File: config.mk
export PLATFORM = sky130hd
export DESIGN_NAME = lvdsk_deskew
export DESIGN_NICKNAME = d
export VERILOG_FILES = /design/src/logic/lvdsk_pkg.sv /design/src/logic/lvdsk_deskew.sv /design/src/logic/lvdsk_lane_delay.sv
export SDC_FILE = /design/constraint.sdc
export NUM_CORES = 1
export LEC_CHECK = 0
export BUFFER_PORTS_ARGS = -buffer_cell sky130_fd_sc_hd__clkbuf_2
export CORE_UTILIZATION = 35
export CTS_BUF_LIST = sky130_fd_sc_hd__clkbuf_2
export DETAILED_ROUTE_END_ITERATION = 7
export GPL_TIMING_DRIVEN = 0
export PLACE_DENSITY_LB_ADDON = 0.08
export RECOVER_POWER = 50
export SLEW_MARGIN = 15
export SYNTH_ARGS = -nofsm -noshare
export SYNTH_HDL_FRONTEND = slang
export SYNTH_SLANG_ARGS = --single-unit
File: constraint.sdc
create_clock -name pclk -period 11.6 [get_ports pclk]
set_input_delay 1.74 -clock pclk [delete_from_list [all_inputs] [get_ports pclk]]
set_output_delay 1.74 -clock pclk [all_outputs]
set_load 0.02 [all_outputs]
File: src/logic/lvdsk_pkg.sv
// Constants and types shared by the LVDS deskew and sync-pin block
package lvdsk_pkg;

  // Lane count and sampling tap depth (16 delay settings, 0 to 15, plus one look-behind tap)
  localparam int LVDSK_LANES = 4;
  localparam int LVDSK_TAPS = 17;
  localparam int LVDSK_DLY_W = 4;
  localparam int LVDSK_SKEW_W = 16;

  // APB addressing: printed offsets are word indices, byte address is index times four
  localparam int LVDSK_ADDR_LSB = 2;
  localparam int LVDSK_IDX_W = 8;
  localparam logic [7:0] LVDSK_IDX_SKEW_BASE = 8'h22;
  localparam logic [7:0] LVDSK_IDX_SKEW_LAST = 8'h29;
  localparam logic [7:0] LVDSK_IDX_EARLY = 8'h29;
  localparam logic [7:0] LVDSK_IDX_LATE = 8'h2A;
  localparam logic [7:0] LVDSK_IDX_SYNC = 8'h2B;
  localparam logic [7:0] LVDSK_IDX_MODE = 8'h50;
  localparam logic [7:0] LVDSK_IDX_IRQ_STAT = 8'h51;
  localparam logic [7:0] LVDSK_IDX_IRQ_CLR = 8'h52;
  localparam logic [7:0] LVDSK_IDX_IRQ_EN = 8'h53;

  // Reset values
  localparam logic [15:0] LVDSK_SKEW_RST = 16'h0000;
  localparam logic [7:0] LVDSK_SYNC_RST = 8'h02;
  localparam logic [1:0] LVDSK_MODE_RST = 2'h0;
  localparam logic [3:0] LVDSK_EARLY_RST = 4'h0;
  localparam logic [3:0] LVDSK_LATE_RST = 4'hF;

  // Deskew mode value that makes the lane 0 skew setting drive every lane
  localparam logic [1:0] LVDSK_MODE_OVERRIDE = 2'h2;
  localparam logic [3:0] LVDSK_DLY_MAX = 4'hF;

  // Field positions inside sync_pin_mode
  localparam int LVDSK_EN_ROLE_LSB = 1;
  localparam int LVDSK_HS_ROLE_BIT = 3;

  // Interrupt status bits
  localparam int LVDSK_IRQ_W = 2;
  localparam int LVDSK_IRQ_EARLY = 0;
  localparam int LVDSK_IRQ_LATE = 1;

  // Role of the shared enable / vertical sync pin
  typedef enum logic [1:0] {
    LVDSK_EN_UNUSED = 2'b00,
    LVDSK_EN_ENABLE = 2'b01,
    LVDSK_EN_VSYNC = 2'b10
  } lvdsk_en_role_type;

endpackage

File: src/logic/lvdsk_deskew.sv
// LVDS lane deskew, alignment status, sync pin roles and APB register file
//
// Local design decision: the APB register port.
`timescale 1ns/1ps
module lvdsk_deskew
  import lvdsk_pkg::*;
#(
  parameter int LANES = LVDSK_LANES
) (
  input wire logic pclk, // System clock, 25 MHz
  input wire logic presetn, // Asynchronous reset, active low
  input wire logic psel, // APB select
  input wire logic penable, // APB enable
  input wire logic pwrite, // APB direction
  input wire logic [11:0] paddr, // APB byte address
  input wire logic [31:0] pwdata, // APB write data
  output logic [31:0] prdata, // APB read data
  output logic pready, // APB ready
  output logic pslverr, // APB error on unmapped address
  input wire logic link_clk, // LVDS link clock pin
  input wire logic [LANES-1:0] lane_in, // LVDS data lanes
  input wire logic enable_or_vertical_sync_pin, // Shared enable / vsync pin
  input wire logic horizontal_sync_or_align_pin, // Shared hsync / align pin
  output logic [LANES-1:0] lane_out, // Deskewed lane bits
  output logic lane_valid, // Pulse when lane_out updates
  output logic enable_out, // Enable level from the shared pin
  output logic vsync_out, // Vertical sync from the shared pin
  output logic hsync_out, // Horizontal sync from the shared pin
  output logic align_out, // Alignment from the shared pin
  output logic irq // Level interrupt
);

  typedef struct packed {
    logic lclk_s1;
    logic lclk_s2;
    logic lclk_p;
    logic [LANES-1:0] lane_s1;
    logic [LANES-1:0] lane_s2;
    logic [1:0] pin_s1;
    logic [1:0] pin_s2;
    logic [LANES-1:0][LVDSK_SKEW_W-1:0] skew;
    logic [1:0] mode;
    logic [7:0] sync_mode;
    logic [LANES-1:0] early;
    logic [LANES-1:0] late_ok;
    logic [LVDSK_IRQ_W-1:0] irq_stat;
    logic [LVDSK_IRQ_W-1:0] irq_en;
    logic [LANES-1:0] lane_out;
    logic lane_valid;
    logic enable_out;
    logic vsync_out;
    logic hsync_out;
    logic align_out;
    logic [31:0] prdata;
  } lvdsk_state_type;

  lvdsk_state_type q;
  lvdsk_state_type d;

  logic [LANES-1:0][LVDSK_DLY_W-1:0] dly;
  logic [LANES-1:0] smp;
  logic [LANES-1:0] older;
  logic [LANES-1:0] newer;

  // Per lane: pick the setting, map it to delay units, run the tap line
  for (genvar i = 0; i < LANES; i++) begin : g_lane
    logic [LVDSK_SKEW_W-1:0] sel_skew;
    assign sel_skew = (q.mode == LVDSK_MODE_OVERRIDE) ? q.skew[0] : q.skew[i];
    assign dly[i] = (|sel_skew[LVDSK_SKEW_W-1:LVDSK_DLY_W]) ? LVDSK_DLY_MAX : sel_skew[LVDSK_DLY_W-1:0];

    lvdsk_lane_delay #(
      .TAPS(LVDSK_TAPS)
    ) u_delay (
      .pclk(pclk),
      .presetn(presetn),
      .din(q.lane_s2[i]),
      .delay(dly[i]),
      .smp(smp[i]),
      .older(older[i]),
      .newer(newer[i])
    );
  end

  // Address decode helpers
  logic [LVDSK_IDX_W-1:0] idx;
  logic [LVDSK_IDX_W-1:0] skew_off;
  logic is_skew;
  logic mapped;
  logic setup_ph;
  logic access_ph;
  logic link_edge;
  logic [1:0] skew_lane;
  logic skew_hi;

  assign idx = paddr[LVDSK_ADDR_LSB +: LVDSK_IDX_W];
  assign skew_off = idx - LVDSK_IDX_SKEW_BASE;
  assign is_skew = (idx >= LVDSK_IDX_SKEW_BASE) && (idx < LVDSK_IDX_SKEW_LAST);
  assign skew_lane = skew_off[2:1];
  assign skew_hi = ~skew_off[0];
  assign setup_ph = psel & ~penable;
  assign access_ph = psel & penable;
  assign link_edge = q.lclk_s2 & ~q.lclk_p;
  assign mapped = is_skew || (idx == LVDSK_IDX_EARLY) || (idx == LVDSK_IDX_LATE) ||
                  (idx == LVDSK_IDX_SYNC) || (idx == LVDSK_IDX_MODE) || (idx == LVDSK_IDX_IRQ_STAT) ||
                  (idx == LVDSK_IDX_IRQ_CLR) || (idx == LVDSK_IDX_IRQ_EN);

  // Next state for the whole block
  always_comb begin
    logic [LVDSK_IRQ_W-1:0] evt;
    logic [LVDSK_IRQ_W-1:0] clr;
    logic wr;
    lvdsk_en_role_type role;
    evt = '0;
    clr = '0;
    wr = access_ph & pwrite & mapped;
    role = lvdsk_en_role_type'(q.sync_mode[LVDSK_EN_ROLE_LSB +: 2]);
    d = q;

    // Two-flop synchronisers for every pin, plus an edge-detect stage on the link clock
    d.lclk_s1 = link_clk;
    d.lclk_s2 = q.lclk_s1;
    d.lclk_p = q.lclk_s2;
    d.lane_s1 = lane_in;
    d.lane_s2 = q.lane_s1;
    d.pin_s1 = {horizontal_sync_or_align_pin, enable_or_vertical_sync_pin};
    d.pin_s2 = q.pin_s1;

    // On each link clock rising edge take the deskewed bit and judge the sample point
    d.lane_valid = link_edge;
    if (link_edge) begin
      d.lane_out = smp;
      // readout MSB, transition just before sampling
      d.early = smp ^ older;
      for (int i = 0; i < LANES; i++) begin
        d.late_ok[i] = (dly[i] == '0) | (smp[i] == newer[i]);
      end
      evt[LVDSK_IRQ_EARLY] = |d.early;
      evt[LVDSK_IRQ_LATE] = ~&d.late_ok;
    end

    // shared enable / vsync pin role
    unique case (role)
      LVDSK_EN_ENABLE: begin
        d.enable_out = q.pin_s2[0];
        d.vsync_out = 1'b0;
      end
      LVDSK_EN_VSYNC: begin
        d.enable_out = 1'b0;
        d.vsync_out = q.pin_s2[0];
      end
      default: begin
        d.enable_out = 1'b0;
        d.vsync_out = 1'b0;
      end
    endcase

    d.hsync_out = q.pin_s2[1] & ~q.sync_mode[LVDSK_HS_ROLE_BIT];
    d.align_out = q.pin_s2[1] & q.sync_mode[LVDSK_HS_ROLE_BIT];

    // Register writes take effect at the access-phase edge
    if (wr) begin
      if (is_skew) begin
        if (skew_hi) begin
          d.skew[skew_lane][15:8] = pwdata[7:0];
        end else begin
          d.skew[skew_lane][7:0] = pwdata[7:0];
        end
      end
      if (idx == LVDSK_IDX_SYNC) begin
        d.sync_mode = pwdata[7:0];
      end
      if (idx == LVDSK_IDX_MODE) begin
        d.mode = pwdata[1:0];
      end
      if (idx == LVDSK_IDX_IRQ_EN) begin
        d.irq_en = pwdata[LVDSK_IRQ_W-1:0];
      end
      if (idx == LVDSK_IDX_IRQ_CLR) begin
        clr = pwdata[LVDSK_IRQ_W-1:0];
      end
    end

    // Sticky status: a new event wins over a clear in the same cycle
    d.irq_stat = (q.irq_stat & ~clr) | evt;

    // Read data is captured in the setup phase and held through access
    if (setup_ph) begin
      d.prdata = '0;
      if (is_skew) begin
        d.prdata[7:0] = skew_hi ? q.skew[skew_lane][15:8] : q.skew[skew_lane][7:0];
      end else begin
        unique case (idx)
          LVDSK_IDX_EARLY: d.prdata[LANES-1:0] = q.early;
          LVDSK_IDX_LATE: d.prdata[LANES-1:0] = q.late_ok;
          LVDSK_IDX_SYNC: d.prdata[7:0] = q.sync_mode;
          LVDSK_IDX_MODE: d.prdata[1:0] = q.mode;
          LVDSK_IDX_IRQ_STAT: d.prdata[LVDSK_IRQ_W-1:0] = q.irq_stat;
          LVDSK_IDX_IRQ_EN: d.prdata[LVDSK_IRQ_W-1:0] = q.irq_en;
          default: d.prdata = '0;
        endcase
      end
    end
  end

  // State register
  always_ff @(posedge pclk or negedge presetn) begin
    if (!presetn) begin
      q <= '0;
      q.skew <= {LANES{LVDSK_SKEW_RST}};
      q.mode <= LVDSK_MODE_RST;
      q.sync_mode <= LVDSK_SYNC_RST;
      q.early <= LVDSK_EARLY_RST;
      q.late_ok <= LVDSK_LATE_RST;
    end else begin
      q <= d;
    end
  end

  // APB answers in the first access cycle
  assign pready = access_ph;
  assign pslverr = access_ph & ~mapped;
  assign prdata = q.prdata;

  // Outputs
  assign lane_out = q.lane_out;
  assign lane_valid = q.lane_valid;
  assign enable_out = q.enable_out;
  assign vsync_out = q.vsync_out;
  assign hsync_out = q.hsync_out;
  assign align_out = q.align_out;
  assign irq = |(q.irq_stat & q.irq_en);

endmodule

File: src/logic/lvdsk_lane_delay.sv
// One lane: sample history and taps at the programmed delay
`timescale 1ns/1ps
module lvdsk_lane_delay
  import lvdsk_pkg::*;
#(
  parameter int TAPS = LVDSK_TAPS
) (
  input wire logic pclk, // System clock
  input wire logic presetn, // Asynchronous reset, active low
  input wire logic din, // Synchronised lane sample
  input wire logic [LVDSK_DLY_W-1:0] delay, // Delay in units of one pclk cycle
  output logic smp, // Sample at the delay point
  output logic older, // Sample one unit older
  output logic newer // Sample one unit newer
);

  typedef struct packed {
    logic [TAPS-1:0] hist;
  } lvdsk_lane_state_type;

  lvdsk_lane_state_type q;
  lvdsk_lane_state_type d;

  // History shifts in one new sample each cycle; bit 0 is newest
  always_comb begin
    d = q;
    d.hist = {q.hist[TAPS-2:0], din};
  end

  always_ff @(posedge pclk or negedge presetn) begin
    if (!presetn) begin
      q <= '0;
    end else begin
      q <= d;
    end
  end

  // Taps around the delay point; at zero delay the newer tap repeats the sample
  assign smp = q.hist[delay];
  assign older = q.hist[delay + 5'd1];
  assign newer = (delay == '0) ? q.hist[0] : q.hist[delay - 4'd1];

endmodule

==> results of run 1 <==
[cell families (layout without fill, tap and decap cells)]
| logic type | count (synthesis) | after routing | synth area share, % |
|---|---|---|---|
| buffers and inverters | 93 | 173 | 5.309 |
| AO/OA/AOI/OAI | 160 | 160 | 10.85 |
| adder cells (fa/ha/maj) | 14 | 14 | 1.770 |
| other | 1 | 25 | 0.03789 |
| flip-flops | 186 | 186 | 47.09 |
| AND/OR/NAND/NOR | 206 | 206 | 10.88 |
| XOR/XNOR | 20 | 20 | 1.770 |
| multiplexers | 158 | 158 | 22.30 |
[path summary, 6_finish.rpt]
kind / start / cells after the start / slack [ns] / end
worst max-delay path: presetn / 2 / 4.45 / g_lane[1].u_delay.q[8]
worst min-delay path: q[131] / 0 / 0.39 / g_lane[0].u_delay.q[0]
worst max register to register: g_lane[0].sel_skew[14] / 12 / 6.96 / q[44]
worst min register to register: q[131] / 0 / 0.39 / g_lane[0].u_delay.q[0]
max in group pclk: paddr[3] / 7 / 5.77 / pslverr
min in group asynchronous: presetn / 1 / 1.70 / prdata[6]
[cell type report]
class / count / area, um^2
Buffer: 73 / 427.9
Clock buffer: 17 / 85.08
Multi-Input combinational cell: 582 / 4798
Tap cell: 378 / 473.0
Clock inverter: 15 / 181.4
Inverter: 20 / 90.09
Fill cell: 2766 / 16830
Antenna cell: 1 / 2.502
Sequential cell: 186 / 4661
Timing Repair Buffer: 48 / 236.5
[metrics by stage]
stage	instance area (um^2)	setup slack (ns)	util (%)	hold WS [ns]	total power (W)
floorplan	9985	6.406	-	0.3312	0.0009723
global placement	10690	5.096	38.47	0.3317	0.001079
detailed placement	10750	5.495	38.70	0.3364	0.001081
CTS	11020	5.725	39.66	0.3904	0.001448
global route	10960	2.982	39.43	0.4022	0.001511
finish	10960	4.448	39.43	0.3868	0.001425
[registers in the layout (all words and copies together) (netlist names)]
name,flops
align_out,1
d,8
enable_out,1
g_lane.sel_skew,16
g_lane.u_delay.q,68
hsync_out,1
lane_out,4
lane_valid,1
prdata,8
q,77
vsync_out,1
[metal layers]
layer / GRT usage [%] / vias to the layer above / wire (um) / share of wire (%)
li1: - / 3273 / - / -
met1: 27.22 / 3514 / 12620 / 50
met5: 0 / - / 0 / 0
met2: 28.21 / 163 / 11370 / 45
met3: 3.023 / 18 / 981 / 3.9
met4: 3.760 / 0 / 264 / 1.0
[power breakdown]
group | internal [W] | switching [W] | leakage, nW | total, W
Clock | 0.000108 | 0.000252 | 0.152 | 0.000360
Combinational | 0.000150 | 0.000200 | 2.53 | 0.000350
Sequential | 0.000688 | 0.0000275 | 2.35 | 0.000716
Total | 0.000946 | 0.000479 | 5.04 | 0.00143
[cell usage after synthesis, types with 17 or more instances]
library cell	number	area, um^2
nand3_1	17	85.08
dfrtp_1	181	4529
mux4_2	35	788.3
o21ai_0	35	175.2
a31oi_1	18	112.6
clkbuf_1	29	108.9
buf_4	38	285.3
mux2i_1	33	330.3
mux2_2	85	957.2
a21oi_1	36	180.2
nor2_1	22	82.58
inv_1	18	67.56
nand2_1	76	285.3
==> results.ini, run 1 <==
[status]
status=finished with violations
violations=capacitance limit, slew limit

[routing]
drtPass1Iterations=6
drtIter0Drc=429
viasPerCell=5.279
routed_wl_um=25230
num_vias=6968
ant_nets=0
post-route-drc-count=0
wl_per_cell_um=19.12

[grt]
grt_antenna_before_repair=1
grt_pass1_vias=6756
track_usage_pct=18.38
grt_max_degree=88
grt-ovfl-total=0
grt_first_pass_wirelength_um=40350

[flow_run]
drv_cap=3

[synthesis]
syn_avg_cell_area_um2=11.81
syn_area_um2=9898
ys_types=74
synth_warnings=0
synthFlopType=dfrtp_1
synth_edf_count=0
postSynthCellCount=838
synth_seq_cells=186
seq_area_frac_synth_pct=47.09
synthArstFlopShare_pct=100.0

[cts]
clk_pin_slew_ns=0.25
clock_latency_ns=0.76
clock_path_buffers=2
cts_hold_buf=0
post_cts_buffers=0
cts_tree=built
cts-root-buf=clkbuf_2
h-tree-depth=4
cts_made_buffers=17
cts_sinks=186
cts_resized=0

[timing]
skew_ns=0.03456
setup_tns_ns=0
worstMarginPinSlew_ns=4.617
slew_violations=191
fmax_mhz=139.8
relSlewSlack_pct=-207.8
setup_viol_count_final=0
rsz0062_at_grt=no
hold_viol=0
fin_crit_ns=7.152
period_share_pct=61.66

[placement]
place_hpwl_um=18370
placed_cells=1287
place_congestion=0.8094
io_buffers=46

[setup_path]
slowest_stage=clkbuf_1
criticalPathCategory=in2async
crit_buf_inv=2
arrival_ns=7.01
cp.required_ns=11.46
startpoint_type=input pin
path_common_cell=clkbuf_1
cp_top_family=buffers and inverters
endpoint_kind=asynchronous set/reset pin
crit_fanout=87
crit_chain=clkbuf_1 > clkbuf_1
timing.critical_path.slowest_cell_delay_ns=3.32

[floorplan]
core_area_um2=27780
initial_core_util_pct=35.63
ioPinCount=100
die_y_um=170.2
die_area_um2=28960
die_w_um=170.2
rows=61

[cells_and_area]
fin_cells=1320
nNetsFinal=998
final_layout_size_suffix_gt1_share_pct=27.42
syn_to_final_growth_pct=10.68
mostFrequentLayoutCell=dfrtp_1
final_cell_mix=dfrtp_1 (181), mux2_2 (85), nand2_1 (76)

[pwr]
power-per-cell-area_nw_per_um2=130.1
total_leakage_power_nw=5.035
peakVddDrop_mv=0.08917

[min_path]
worst_hold_path_type=reg2reg

No activity file was read; power rests on OpenSTA's default activity.
==> inputs of run 2 (changes only) <==
Clock period 11.6 ns to 7.4 ns, I/O delays scaled along.
==> results.ini, run 2 (same netlist as run 1, synthesis figures left out) <==
[floorplan]
ioPinCount=100
core_area_um2=27780
die_w_um=170.2
rows=61
die_y_um=170.2
die_area_um2=28960
initial_core_util_pct=35.63

[min_path]
worst_hold_path_type=reg2reg
hold_start=q[131]
holdPathEnd=g_lane[0].u_delay.q[0]
hold_depth=0

[setup_path]
cp_top_family=buffers and inverters
slowest_stage=clkbuf_1
crit_buf_inv=2
endpoint_kind=asynchronous set/reset pin
r2r_setup_slack_ns=2.77
worst_r2r_path_depth=12
path_common_cell=clkbuf_1
crit_chain=clkbuf_1 > clkbuf_1
arrival_ns=5.08
startpoint_type=input pin
cp.required_ns=7.75
crit_start=presetn
crit_fanout=53
r2r-end=q[44]
timing.critical_path.slowest_cell_delay_ns=2.04
criticalPathCategory=in2async
r2r_start=g_lane[0].sel_skew[14]

[routing]
num_vias=6960
drtPass1Iterations=5
routed_wl_um=25220
viasPerCell=5.273
drtIter0Drc=464
ant_nets=0
post-route-drc-count=0
wl_per_cell_um=19.11

[grt]
grt-ovfl-total=0
grt_max_degree=88
grt_pass1_vias=6756
grt_antenna_before_repair=1
grt_first_pass_wirelength_um=40350
track_usage_pct=18.38

[cts]
cts_resized=0
post_cts_buffers=0
cts_sinks=186
clock_latency_ns=0.76
clk_pin_slew_ns=0.25
cts_tree=built
clock_path_buffers=2
h-tree-depth=4
cts_hold_buf=0
cts-root-buf=clkbuf_2
cts_made_buffers=17

[placement]
io_buffers=46
place_area_um2=10750
place_hpwl_um=18370
place_congestion=0.8094

[timing]
setup_viol_count_final=0
hold_viol=0
slew_violations=102
fmax_mhz=211.7
worstMarginPinSlew_ns=2.727
period_share_pct=63.84
whs_ns=0.3868
relSlewSlack_pct=-81.81
skew_ns=0.03745
fin_crit_ns=4.724
rsz0062_at_grt=no
setup_tns_ns=0

[status]
status=finished with violations
violations=capacitance limit, slew limit

[cells_and_area]
largest_reg_flops=77
max_flop_register=q
syn_to_final_growth_pct=11.00
mostFrequentLayoutCell=dfrtp_1
final_layout_size_suffix_gt1_share_pct=27.63
design_area_um2=10990
fillers=2763
final_cell_mix=dfrtp_1 (181), mux2_2 (85), nand2_1 (76)
nNetsFinal=998

[pwr]
power-per-cell-area_nw_per_um2=203.4
peakVddDrop_mv=0.1395
total_leakage_power_nw=5.052

[flow_run]
drv_cap=2

## run 2: cell count changes in the layout (fill, tap and decap cells not counted)
cell | previous run | this run
clkbuf_1 | 33 | 31
buf_16 | 0 | 1
buf_6 | 1 | 2
## run 2: worst max-delay path by stage
stage | endpoint | depth (start not counted)
floorplan | prdata[6] | 11
detailed placement | prdata[5] | 12
global route | g_lane[0].u_delay.q[3] | 2
global placement | g_lane[2].u_delay.q[3] | 1
CTS | q[44] | 12
finish | g_lane[0].u_delay.q[9] | 2
## run 2: stage by stage
| stage | worst slack (ns) | cells | total power, W | util, % |
|---|---|---|---|---|
| after global routing | 1.657 | 1320 | 0.002372 | 39.55 |
| after global placement | 1.526 | 1285 | 0.001692 | 38.47 |
| after detailed placement | 1.925 | 1287 | 0.001694 | 38.70 |
| after floorplan | 3.202 | 861 | 0.001524 | - |
| after CTS | 2.640 | 1319 | 0.002270 | 39.66 |
| final | 2.676 | 1320 | 0.002235 | 39.55 |
## run 2: area by class of cell
type,count,area [um^2],share of cell area (%)
Multi-Input combinational cell,582,4798,43.67
Sequential cell,186,4661,42.42
Tap cell,378,473.0,4.305
Buffer,73,435.4,3.963
Timing Repair Buffer,48,260.3,2.369
Clock inverter,15,181.4,1.651
Inverter,20,90.09,0.8200
Clock buffer,17,85.08,0.7744
Antenna cell,1,2.502,0.02278
## run 2: metal layers
metal  wire [um]  part of all wire (%)  global-route usage (%)
met1       12750                    51                   27.22
met2       11300                    45                   28.21
met3         905                   3.6                   3.023
met4         261                   1.0                   3.760
met5           0                     0                       0
## run 2: report_power, final
group	internal (W)	leakage [nW]	total, W	switching (W)
logic	0.000237	2.55	0.000551	0.000314
registers	0.00108	2.35	0.00112	0.0000429
clock network	0.000169	0.152	0.000563	0.000394
